## src/rtl/acpc_defs.svh

```systemverilog
`ifndef ACPC_DEFS_SVH
`define ACPC_DEFS_SVH

// Register map (single flat address space, 4-bit index)
`define ACPC_ADDR_CTRL 4'h0
`define ACPC_ADDR_STATUS 4'h1
`define ACPC_ADDR_COUNT 4'h2

// Control register fields
`define ACPC_CTRL_SW_PD_EN 0
`define ACPC_CTRL_SW_PD 1
`define ACPC_CTRL_IMPULSE 2
`define ACPC_CTRL_RESET 3'h0

// Status register fields
`define ACPC_ST_BUSY 0
`define ACPC_ST_PD 1
`define ACPC_ST_LOWPWR 2
`define ACPC_ST_MODE_LO 3
`define ACPC_ST_MODE_HI 4

// Conversion phase length
`define ACPC_CONV_NS 1000
`define ACPC_CLK_NS 10
`define ACPC_CONV_CYC ((`ACPC_CONV_NS + `ACPC_CLK_NS - 1) / `ACPC_CLK_NS)

`endif

```

## src/rtl/acpc_pkg.sv

```systemverilog
package acpc_pkg;

  typedef enum logic [1:0] {
    ACPC_REF_INTERNAL,
    ACPC_REF_EXT_BUFFERED,
    ACPC_REF_EXT_DIRECT
  } acpc_ref_mode_t;

  typedef struct packed {
    logic bandgap_en;
    logic buffer_en;
    logic temp_en;
  } acpc_ref_ctrl_t;

  typedef struct packed {
    logic sw_pd_en;
    logic sw_pd;
    logic impulse;
  } acpc_cfg_t;

endpackage : acpc_pkg

```

## src/rtl/acpc_conv_ctrl.sv

```systemverilog
// What this block does
// - Both reference power-down inputs low: bandgap, buffer, temp sensor on.
// - Core power-down high, buffer low: internal reference off, buffer on.
// - Both reference power-down inputs high: reference and buffer off.
// - Power-down pin high puts the converter in minimum-current state.
// - Power-down waits for running conversion; register bus stays active.
// - Register power-down control makes the power-down pin ignored.
// - Falling edge of convert_start_n alone starts a conversion.
// - A started conversion always completes; nothing restarts or aborts it.
// - Convert start works regardless of chip-select and read-enable.
// - Impulse mode: low-current state after each conversion until next.
// - Impulse mode keeps the digital interface operational.
// - Busy falls at conversion end; result then readable.
`timescale 1ns/1ps
`include "acpc_defs.svh"
module acpc_conv_ctrl #(
  parameter int CONV_CYCLES = `ACPC_CONV_CYC
) (
  input wire logic core_clk,
  input wire logic nrst,
  input wire logic convert_start_n,
  input wire logic powerdown_pin,
  input wire logic ref_core_powerdown,
  input wire logic ref_buffer_powerdown,
  input wire logic chip_select_n,
  input wire logic read_enable_n,
  input wire logic [3:0] reg_addr,
  input wire logic [31:0] reg_wdata,
  input wire logic reg_write,
  input wire logic reg_read,
  output logic [31:0] reg_rdata,
  output logic busy,
  output logic conv_done,
  output logic powered_down,
  output logic low_power,
  output acpc_pkg::acpc_ref_mode_t ref_mode,
  output acpc_pkg::acpc_ref_ctrl_t ref_ctrl
);

  typedef enum logic [1:0] {
    ACPC_ST_IDLE,
    ACPC_ST_CONVERT,
    ACPC_ST_POWERDOWN
  } acpc_state_t;

  localparam int CW = $clog2(CONV_CYCLES + 1);

  acpc_state_t state;
  acpc_pkg::acpc_cfg_t cfg;
  logic cnv_prev;
  logic start_edge;
  logic pd_request;
  logic [CW-1:0] cycle_cnt;
  logic [CW-1:0] busy_run;
  logic [15:0] conv_count;
  logic [31:0] status_word;

  // Chip select and read enable play no part in starting
  assign start_edge = cnv_prev && !convert_start_n;
  // Register control owns power-down when enabled
  assign pd_request = cfg.sw_pd_en ? cfg.sw_pd : powerdown_pin;

  always_ff @(posedge core_clk) begin
    if (!nrst) begin
      cnv_prev <= 1'b1;
    end else begin
      cnv_prev <= convert_start_n;
    end
  end

  always_ff @(posedge core_clk) begin
    if (!nrst) begin
      state <= ACPC_ST_IDLE;
      cycle_cnt <= '0;
    end else begin
      unique case (state)
        ACPC_ST_IDLE: begin
          if (start_edge) begin
            state <= ACPC_ST_CONVERT;
            cycle_cnt <= CW'(CONV_CYCLES - 1);
          end else if (pd_request) begin
            state <= ACPC_ST_POWERDOWN;
          end
        end
        ACPC_ST_CONVERT: begin
          // Start edges are ignored here; power-down is only looked at in the last cycle
          if (cycle_cnt == '0) begin
            state <= pd_request ? ACPC_ST_POWERDOWN : ACPC_ST_IDLE;
          end else begin
            cycle_cnt <= cycle_cnt - 1'b1;
          end
        end
        ACPC_ST_POWERDOWN: begin
          if (!pd_request) begin
            state <= ACPC_ST_IDLE;
          end
        end
      endcase
    end
  end

  always_ff @(posedge core_clk) begin
    if (!nrst) begin
      conv_done <= 1'b0;
      conv_count <= 16'h0000;
    end else begin
      conv_done <= (state == ACPC_ST_CONVERT) && (cycle_cnt == '0);
      if ((state == ACPC_ST_CONVERT) && (cycle_cnt == '0)) begin
        conv_count <= conv_count + 16'h0001;
      end
    end
  end

  assign busy = (state == ACPC_ST_CONVERT);
  assign powered_down = (state == ACPC_ST_POWERDOWN);
  // Impulse mode idles analog between conversions; only analog affected
  assign low_power = powered_down ||
                     (cfg.impulse && state == ACPC_ST_IDLE);

  acpc_ref_decode u_ref (
    .ref_core_powerdown(ref_core_powerdown),
    .ref_buffer_powerdown(ref_buffer_powerdown),
    .powered_down(powered_down),
    .ref_mode(ref_mode),
    .ref_ctrl(ref_ctrl)
  );

  // Register bus runs in every state, including power-down
  always_ff @(posedge core_clk) begin
    if (!nrst) begin
      cfg <= acpc_pkg::acpc_cfg_t'(`ACPC_CTRL_RESET);
    end else if (reg_write && reg_addr == `ACPC_ADDR_CTRL) begin
      cfg.sw_pd_en <= reg_wdata[`ACPC_CTRL_SW_PD_EN];
      cfg.sw_pd <= reg_wdata[`ACPC_CTRL_SW_PD];
      cfg.impulse <= reg_wdata[`ACPC_CTRL_IMPULSE];
    end
  end

  always_comb begin
    status_word = 32'h0000_0000;
    status_word[`ACPC_ST_BUSY] = busy;
    status_word[`ACPC_ST_PD] = powered_down;
    status_word[`ACPC_ST_LOWPWR] = low_power;
    status_word[`ACPC_ST_MODE_HI:`ACPC_ST_MODE_LO] = ref_mode;
  end

  always_ff @(posedge core_clk) begin
    if (!nrst) begin
      reg_rdata <= 32'h0000_0000;
    end else if (reg_read) begin
      unique case (reg_addr)
        `ACPC_ADDR_CTRL: reg_rdata <= {29'h0000_0000, cfg.impulse,
                                       cfg.sw_pd, cfg.sw_pd_en};
        `ACPC_ADDR_STATUS: reg_rdata <= status_word;
        `ACPC_ADDR_COUNT: reg_rdata <= {16'h0000, conv_count};
        default: reg_rdata <= 32'h0000_0000;
      endcase
    end else begin
      reg_rdata <= 32'h0000_0000;
    end
  end

  AST_START_ON_EDGE: assert property (@(posedge core_clk) disable iff (!nrst)
    state == ACPC_ST_IDLE && start_edge |=> busy)
    else $error("start edge did not raise busy");
  // Checker helper: busy cycles so far, long runs cannot be unrolled
  always_ff @(posedge core_clk) begin
    if (!nrst) begin
      busy_run <= '0;
    end else if (busy) begin
      busy_run <= busy_run + 1'b1;
    end else begin
      busy_run <= '0;
    end
  end

  AST_BUSY_LENGTH: assert property (@(posedge core_clk) disable iff (!nrst)
    $fell(busy) |-> busy_run == CW'(CONV_CYCLES))
    else $error("busy width wrong");
  AST_BUSY_MAX: assert property (@(posedge core_clk) disable iff (!nrst)
    busy |-> busy_run <= CW'(CONV_CYCLES - 1))
    else $error("busy longer than one conversion");
  AST_NO_ABORT: assert property (@(posedge core_clk) disable iff (!nrst)
    busy && cycle_cnt != '0 |=> busy)
    else $error("conversion aborted");
  AST_PD_AFTER_CONV: assert property (@(posedge core_clk) disable iff (!nrst)
    busy && cycle_cnt == '0 && pd_request |=> powered_down)
    else $error("power-down not entered after conversion");
  AST_PD_PIN_IGNORED: assert property (@(posedge core_clk) disable iff (!nrst)
    cfg.sw_pd_en && !cfg.sw_pd && state == ACPC_ST_IDLE && !start_edge
    |=> !powered_down)
    else $error("pin power-down honoured under register control");
  AST_PD_PIN: assert property (@(posedge core_clk) disable iff (!nrst)
    !cfg.sw_pd_en && powerdown_pin && state == ACPC_ST_IDLE && !start_edge
    |=> powered_down)
    else $error("pin power-down not honoured");
  AST_DONE_PULSE: assert property (@(posedge core_clk) disable iff (!nrst)
    $fell(busy) |-> conv_done)
    else $error("no done pulse at busy fall");
  AST_IMPULSE_LOW: assert property (@(posedge core_clk) disable iff (!nrst)
    cfg.impulse && $fell(busy) && !powered_down |-> low_power)
    else $error("impulse low power not entered");
  AST_REF_INTERNAL: assert property (@(posedge core_clk) disable iff (!nrst)
    !ref_core_powerdown && !ref_buffer_powerdown && !powered_down
    |-> ref_ctrl.bandgap_en && ref_ctrl.temp_en)
    else $error("internal reference not enabled");
  AST_REF_BUFFERED: assert property (@(posedge core_clk) disable iff (!nrst)
    ref_core_powerdown && !ref_buffer_powerdown
    |-> !ref_ctrl.bandgap_en)
    else $error("bandgap on in buffered mode");
  AST_REF_DIRECT: assert property (@(posedge core_clk) disable iff (!nrst)
    ref_core_powerdown && ref_buffer_powerdown
    |-> !ref_ctrl.bandgap_en && !ref_ctrl.buffer_en)
    else $error("reference on in direct mode");
  AST_READ_IN_PD: assert property (@(posedge core_clk) disable iff (!nrst)
    reg_read && reg_addr == `ACPC_ADDR_STATUS && powered_down
    |=> reg_rdata[`ACPC_ST_PD])
    else $error("bus dead in power-down");
  AST_START_IGNORES_CS: assert property (@(posedge core_clk)
    disable iff (!nrst)
    chip_select_n && read_enable_n && state == ACPC_ST_IDLE && start_edge
    |=> busy)
    else $error("start gated by select");

  // Conversion counter and done pulse
  AST_DONE_ONE_CYCLE: assert property (@(posedge core_clk) disable iff (!nrst)
    conv_done |=> !conv_done)
    else $error("done pulse too long");
  AST_DONE_ONLY_AFTER: assert property (@(posedge core_clk)
    disable iff (!nrst) conv_done |-> !busy && $past(busy))
    else $error("done without conversion end");
  AST_NO_DONE_BUSY: assert property (@(posedge core_clk) disable iff (!nrst)
    busy |-> !conv_done)
    else $error("done while busy");
  AST_COUNT_STEP: assert property (@(posedge core_clk) disable iff (!nrst)
    conv_done |-> conv_count == $past(conv_count) + 16'h0001)
    else $error("conversion count not stepped");
  AST_COUNT_HOLD: assert property (@(posedge core_clk) disable iff (!nrst)
    !conv_done |-> $stable(conv_count))
    else $error("conversion count moved");
  AST_CNT_LOAD: assert property (@(posedge core_clk) disable iff (!nrst)
    $rose(busy) |-> cycle_cnt == CW'(CONV_CYCLES - 1))
    else $error("phase counter not loaded");

  // Register bus, alive in every state
  AST_RDATA_ZERO: assert property (@(posedge core_clk) disable iff (!nrst)
    !$past(reg_read) |-> reg_rdata == 32'h0000_0000)
    else $error("read data outside read cycle");
  AST_READ_COUNT: assert property (@(posedge core_clk) disable iff (!nrst)
    reg_read && reg_addr == `ACPC_ADDR_COUNT
    |=> reg_rdata == {16'h0000, $past(conv_count)})
    else $error("count read wrong");
  AST_READ_CTRL: assert property (@(posedge core_clk) disable iff (!nrst)
    reg_read && reg_addr == `ACPC_ADDR_CTRL
    |=> reg_rdata[`ACPC_CTRL_IMPULSE] == $past(cfg.impulse) &&
        reg_rdata[`ACPC_CTRL_SW_PD] == $past(cfg.sw_pd) &&
        reg_rdata[`ACPC_CTRL_SW_PD_EN] == $past(cfg.sw_pd_en))
    else $error("control read wrong");
  AST_READ_BUSY: assert property (@(posedge core_clk) disable iff (!nrst)
    reg_read && reg_addr == `ACPC_ADDR_STATUS
    |=> reg_rdata[`ACPC_ST_BUSY] == $past(busy))
    else $error("status busy read wrong");
  AST_WRITE_CTRL: assert property (@(posedge core_clk) disable iff (!nrst)
    reg_write && reg_addr == `ACPC_ADDR_CTRL
    |=> cfg.impulse == $past(reg_wdata[`ACPC_CTRL_IMPULSE]))
    else $error("control write lost");

  // Power-down entry and exit
  AST_PD_LEAVE: assert property (@(posedge core_clk) disable iff (!nrst)
    powered_down && !pd_request |=> !powered_down)
    else $error("power-down not left");
  AST_PD_HOLD: assert property (@(posedge core_clk) disable iff (!nrst)
    powered_down && pd_request |=> powered_down)
    else $error("power-down dropped early");
  AST_PD_NO_START: assert property (@(posedge core_clk) disable iff (!nrst)
    powered_down && start_edge |=> !busy)
    else $error("conversion started in power-down");
  AST_PD_MIN_REF: assert property (@(posedge core_clk) disable iff (!nrst)
    powered_down |-> ref_ctrl == '0)
    else $error("reference on in power-down");
  AST_PD_LOW_POWER: assert property (@(posedge core_clk) disable iff (!nrst)
    powered_down |-> low_power)
    else $error("power-down without low power");
  AST_BUSY_NOT_PD: assert property (@(posedge core_clk) disable iff (!nrst)
    busy |-> !powered_down)
    else $error("power-down during conversion");
  AST_SW_PD: assert property (@(posedge core_clk) disable iff (!nrst)
    cfg.sw_pd_en && cfg.sw_pd && state == ACPC_ST_IDLE && !start_edge
    |=> powered_down)
    else $error("register power-down not honoured");
  AST_IDLE_STAYS: assert property (@(posedge core_clk) disable iff (!nrst)
    state == ACPC_ST_IDLE && !start_edge && !pd_request
    |=> state == ACPC_ST_IDLE)
    else $error("left idle without cause");

  // Impulse mode power saving
  AST_CONV_FULL_POWER: assert property (@(posedge core_clk)
    disable iff (!nrst) busy |-> !low_power)
    else $error("low power during conversion");
  AST_IMPULSE_OFF: assert property (@(posedge core_clk) disable iff (!nrst)
    !cfg.impulse && !powered_down |-> !low_power)
    else $error("low power outside impulse mode");
  AST_IMPULSE_ACQ: assert property (@(posedge core_clk) disable iff (!nrst)
    cfg.impulse && state == ACPC_ST_IDLE |-> low_power)
    else $error("acquisition not in low power");

  // Reference source decode
  AST_REF_BUF_ON: assert property (@(posedge core_clk) disable iff (!nrst)
    ref_core_powerdown && !ref_buffer_powerdown && !powered_down
    |-> ref_ctrl.buffer_en && !ref_ctrl.temp_en)
    else $error("buffer off in buffered mode");
  AST_MODE_INTERNAL: assert property (@(posedge core_clk) disable iff (!nrst)
    !ref_core_powerdown && !ref_buffer_powerdown
    |-> ref_mode == acpc_pkg::ACPC_REF_INTERNAL)
    else $error("internal mode not decoded");
  AST_MODE_BUFFERED: assert property (@(posedge core_clk) disable iff (!nrst)
    ref_core_powerdown && !ref_buffer_powerdown
    |-> ref_mode == acpc_pkg::ACPC_REF_EXT_BUFFERED)
    else $error("buffered mode not decoded");
  AST_MODE_DIRECT: assert property (@(posedge core_clk) disable iff (!nrst)
    ref_core_powerdown && ref_buffer_powerdown
    |-> ref_mode == acpc_pkg::ACPC_REF_EXT_DIRECT)
    else $error("direct mode not decoded");

  COV_CONVERSION: cover property (@(posedge core_clk) disable iff (!nrst)
    $fell(busy));
  COV_PD_DURING_CONV: cover property (@(posedge core_clk) disable iff (!nrst)
    busy && powerdown_pin ##[1:200] powered_down);
  COV_EDGE_WHILE_BUSY: cover property (@(posedge core_clk)
    disable iff (!nrst) busy && start_edge);
  COV_IMPULSE: cover property (@(posedge core_clk) disable iff (!nrst)
    cfg.impulse && low_power && !powered_down);
  COV_SW_PD: cover property (@(posedge core_clk) disable iff (!nrst)
    cfg.sw_pd_en && powered_down);

endmodule : acpc_conv_ctrl

```

## src/rtl/acpc_ref_decode.sv

```systemverilog
`timescale 1ns/1ps
module acpc_ref_decode (
  input wire logic ref_core_powerdown,
  input wire logic ref_buffer_powerdown,
  input wire logic powered_down,
  output acpc_pkg::acpc_ref_mode_t ref_mode,
  output acpc_pkg::acpc_ref_ctrl_t ref_ctrl
);

  always_comb begin
    ref_ctrl = '0;
    // Buffer low with core high is the only external-buffered case
    if (!ref_core_powerdown && !ref_buffer_powerdown) begin
      ref_mode = acpc_pkg::ACPC_REF_INTERNAL;
      ref_ctrl.bandgap_en = !powered_down;
      ref_ctrl.buffer_en = !powered_down;
      ref_ctrl.temp_en = !powered_down;
    end else if (ref_core_powerdown && !ref_buffer_powerdown) begin
      ref_mode = acpc_pkg::ACPC_REF_EXT_BUFFERED;
      ref_ctrl.buffer_en = !powered_down;
    end else begin
      // Core low with buffer high has no own mode; treated as direct
      ref_mode = acpc_pkg::ACPC_REF_EXT_DIRECT;
    end
  end

endmodule : acpc_ref_decode

```

## config.mk

```make
export PLATFORM = sky130hd
export DESIGN_NAME = acpc_conv_ctrl
export DESIGN_NICKNAME = d
export VERILOG_FILES = /design/src/rtl/acpc_pkg.sv /design/src/rtl/acpc_conv_ctrl.sv /design/src/rtl/acpc_ref_decode.sv
export VERILOG_INCLUDE_DIRS = /design/src /design/src/rtl
export SDC_FILE = /design/constraint.sdc
export NUM_CORES = 1
export LEC_CHECK = 0
export ABC_AREA = 0
export BUFFER_PORTS_ARGS = -buffer_cell sky130_fd_sc_hd__buf_2
export CAP_MARGIN = 25
export CORE_MARGIN = 2
export CORE_UTILIZATION = 48
export CTS_CLUSTER_DIAMETER = 40
export DETAILED_ROUTE_END_ITERATION = 10
export PLACE_DENSITY = 0.85
export SLEW_MARGIN = 10
export SYNTH_ARGS = -nofsm -noshare
export SYNTH_HDL_FRONTEND = slang
export SYNTH_SLANG_ARGS = --single-unit
```

## constraint.sdc

```tcl
create_clock -name core_clk -period 2.35 [get_ports core_clk]
set_clock_uncertainty 0.1 [all_clocks]
set_input_delay 0.47 -clock core_clk [delete_from_list [all_inputs] [get_ports core_clk]]
set_output_delay 0.47 -clock core_clk [all_outputs]
set_load 0.02 [all_outputs]
```

==> flow_summary.yaml <==
yosys:
  synth_async_sr_flop_share_pct: 0
  synth_edf_count: 0
  synth.avg_cell_area_um2: 8.95
  ys_ff_latch: 46
  syn_inst: 245
  synthDistinctLibCells: 48
  syn_area_mm2: 0.00219
  ys.warnings.count: 0
  synth-seq-area-share_pct: 42.0
  synth_ff_type: "dfxtp_1"
hold_path:
  min_path_type: "in -> reg"
clock_tree:
  ctsHoldBuffers: 0
  cts_num_sinks: 46
  clk_latency_ns: 0.30
  root_buffer: "clkbuf_8"
  htree_num_levels: 2
  clockBufferDepth: 2
  clk_pin_slew_ns: 0.08
  cts_resized: 0
  cts_tree: "done"
  postCtsSetupRepairBufs: 0
  cts_buffers: 5
setup_path:
  cp_max_fo: 10
  r2r_end: "conv_count[15]"
  worstPathRequired_ns: 2.48
  crit_arrival_ns: 2.25
  critical_path.max_stage_delay_ns: 0.56
  path_class: "reg -> reg"
  end_kind: "register"
  startpoint: "cycle_cnt[0]"
  path_cells: "inv_1 -> ha_1 -> nor4b_4 -> nand3_2 -> or4_1 -> a21oi_1"
  crit_path_end: "conv_count[15]"
  cp.buffers_inverters: 1
  slowest_stage: "or4_1"
  reg2regPathDepth: 6
  regToRegStartpoint: "cycle_cnt[0]"
  critical_path_cell_count: 6
  crit_family: "simple AND/OR/NAND/NOR gates"
  r2r_slack_ns: 0.23
  startpoint_type: "register"
route:
  drtIter0Drc: 115
  vias: 1808
  wirelength_mm: 4.27
  post_drt_wl_per_cell_um: 12.6
  vias_per_cell: 5.33
  drtPass1Iterations: 4
  drc: 0
  detail-route-antenna-nets: 0
floorplanning:
  fp.dieW_um: 71.6
  dieArea_mm2: 0.00513
  rows: 24
  fp.dieH_um: 71.6
  core_area_mm2: 0.00438
  start_util_pct: 50.0
  ios: 87
placed_design:
  dpl.hpwl_mm: 3.11
  gp_congestion: 0.791
  port_buffers: 39
sta:
  rsz0062_at_grt: "no"
  slew_violations: 0
  clock.fmax_mhz: 471
  tns_ns: 0
  worst_slew_pin_slew_ns: 0.552
  min_period_ns: 2.12
  hold_viol: 0
  setup_violations: 0
  max_slew_margin_pct: 63.1
  fin_crit_sh_pct: 90.3
pwr:
  ir_drop_mv: 0.549
  p_sw_share_pct: 34.1
  seqPwrFrac_pct: 41.0
  clock_power_share_pct: 26.7
  power.total_w: 0.00219
  combPwrFrac_pct: 32.4
  power_leakage_nw: 1.06
  powerDensity_mw_per_mm2: 877
  intPower_w: 0.00145
  switchingPower_w: 0.000747
global_route:
  track_usage_pct: 17.6
  overflow: 0
  antenna_found_initial: 0
  grt_max_degree: 27
  grt_first_pass_wirelength_mm: 7.22
  grt_pass1_vias: 1699
finish:
  drive_gt1_share_pct: 21.6
  n_antenna_cell: 0
  syn_to_final_growth_pct: 14.1
  mostFrequentLayoutCells: "46 x dfxtp_1, 39 x buf_2, 23 x nor2_1"
  mostFrequentLayoutCell: "dfxtp_1"
  fillers: 396
  fin_nets: 338
flow_run:
  cap_viol_max_count: 0
outcome:
  status: "finished clean"
## cell usage after synthesis (6+ instances only)
cell type / instances / area (um2)
dfxtp_1: 46 / 921
nor2_1: 23 / 86.3
buf_4: 17 / 128
a21oi_1: 16 / 80.1
and2_1: 12 / 75.1
nand2_1: 11 / 41.3
mux2i_1: 9 / 90.1
clkbuf_1: 8 / 30.0
o21ai_0: 8 / 40.0
nand3_1: 7 / 35.0
ha_1: 6 / 75.1
inv_1: 6 / 22.5
nand4_1: 6 / 37.5
or3_1: 6 / 37.5
## layout make-up
cell class	instances	area, um2	share of cell area, %
Clock buffer	5	68.8	2.75
Clock inverter	3	45.0	1.80
Inverter	7	26.3	1.05
Multi-Input combinational cell	180	1130	45.1
Sequential cell	46	921	36.8
Tap cell	52	65.1	2.60
Timing Repair Buffer	46	248	9.90
## sequential cells by signal (all words and copies together), names as in the netlist
register / count
state: 2
cfg: 3
conv_done: 1
reg_rdata: 16
cnv_prev: 1
conv_count: 16
cycle_cnt: 7
## worst min path at each step
stage                    startpoint              to  slack, ns  cells after the start
global route        convert_start_n        cnv_prev       0.27                      2
CTS                 convert_start_n        cnv_prev       0.26                      2
finish              convert_start_n        cnv_prev       0.26                      2
detailed placement   conv_count[15]   reg_rdata[15]       0.38                      1
floorplan            conv_count[15]   reg_rdata[15]       0.34                      1
global placement     conv_count[15]  conv_count[15]       0.35                      2
## metal layers
layer  global-route usage [%]  share of wire, %  up-vias
met5                        0                 0        -
met4                     6.92               1.5        0
met3                     4.78               4.0       10
met2                     32.8                53       39
met1                     18.7                41      839
li1                         -                 -      920
## power by group through the flow
stage	clock, W	sequential, W	combinational [W]
floorplan	0	0.000899	0.000536
global placement	0	0.000911	0.000673
global route	0.000633	0.000906	0.000791
CTS	0.000601	0.000899	0.000708
finish	0.000585	0.000899	0.000710
detailed placement	0	0.000916	0.000707
## stage by stage
step / hold slack (ns) / setup WS, ns / utilization, % / area, um2 / std cells
finish: 0.259 / 0.228 / 57.1 / 2500 / 339
global route: 0.268 / 0.0527 / 57.1 / 2500 / 339
CTS: 0.256 / 0.221 / 57.1 / 2500 / 339
detailed placement: 0.380 / 0.230 / 54.5 / 2390 / 331
global placement: 0.353 / 0.324 / 54.5 / 2390 / 331
floorplan: 0.344 / 0.0540 / - / 2250 / 260
## logic make-up after synthesis
kind of cell / after synthesis / share of synthesized area [%]
other: 1 / 0.171
XOR/XNOR: 6 / 2.40
adder cells (fa/ha/maj): 6 / 3.42
flip-flops: 46 / 42.0
AND/OR/NAND/NOR: 96 / 25.0
AO/OA/AOI/OAI: 46 / 13.2
buffers and inverters: 34 / 9.13
multiplexers: 10 / 4.62
No activity file was read; power rests on OpenSTA's default activity.
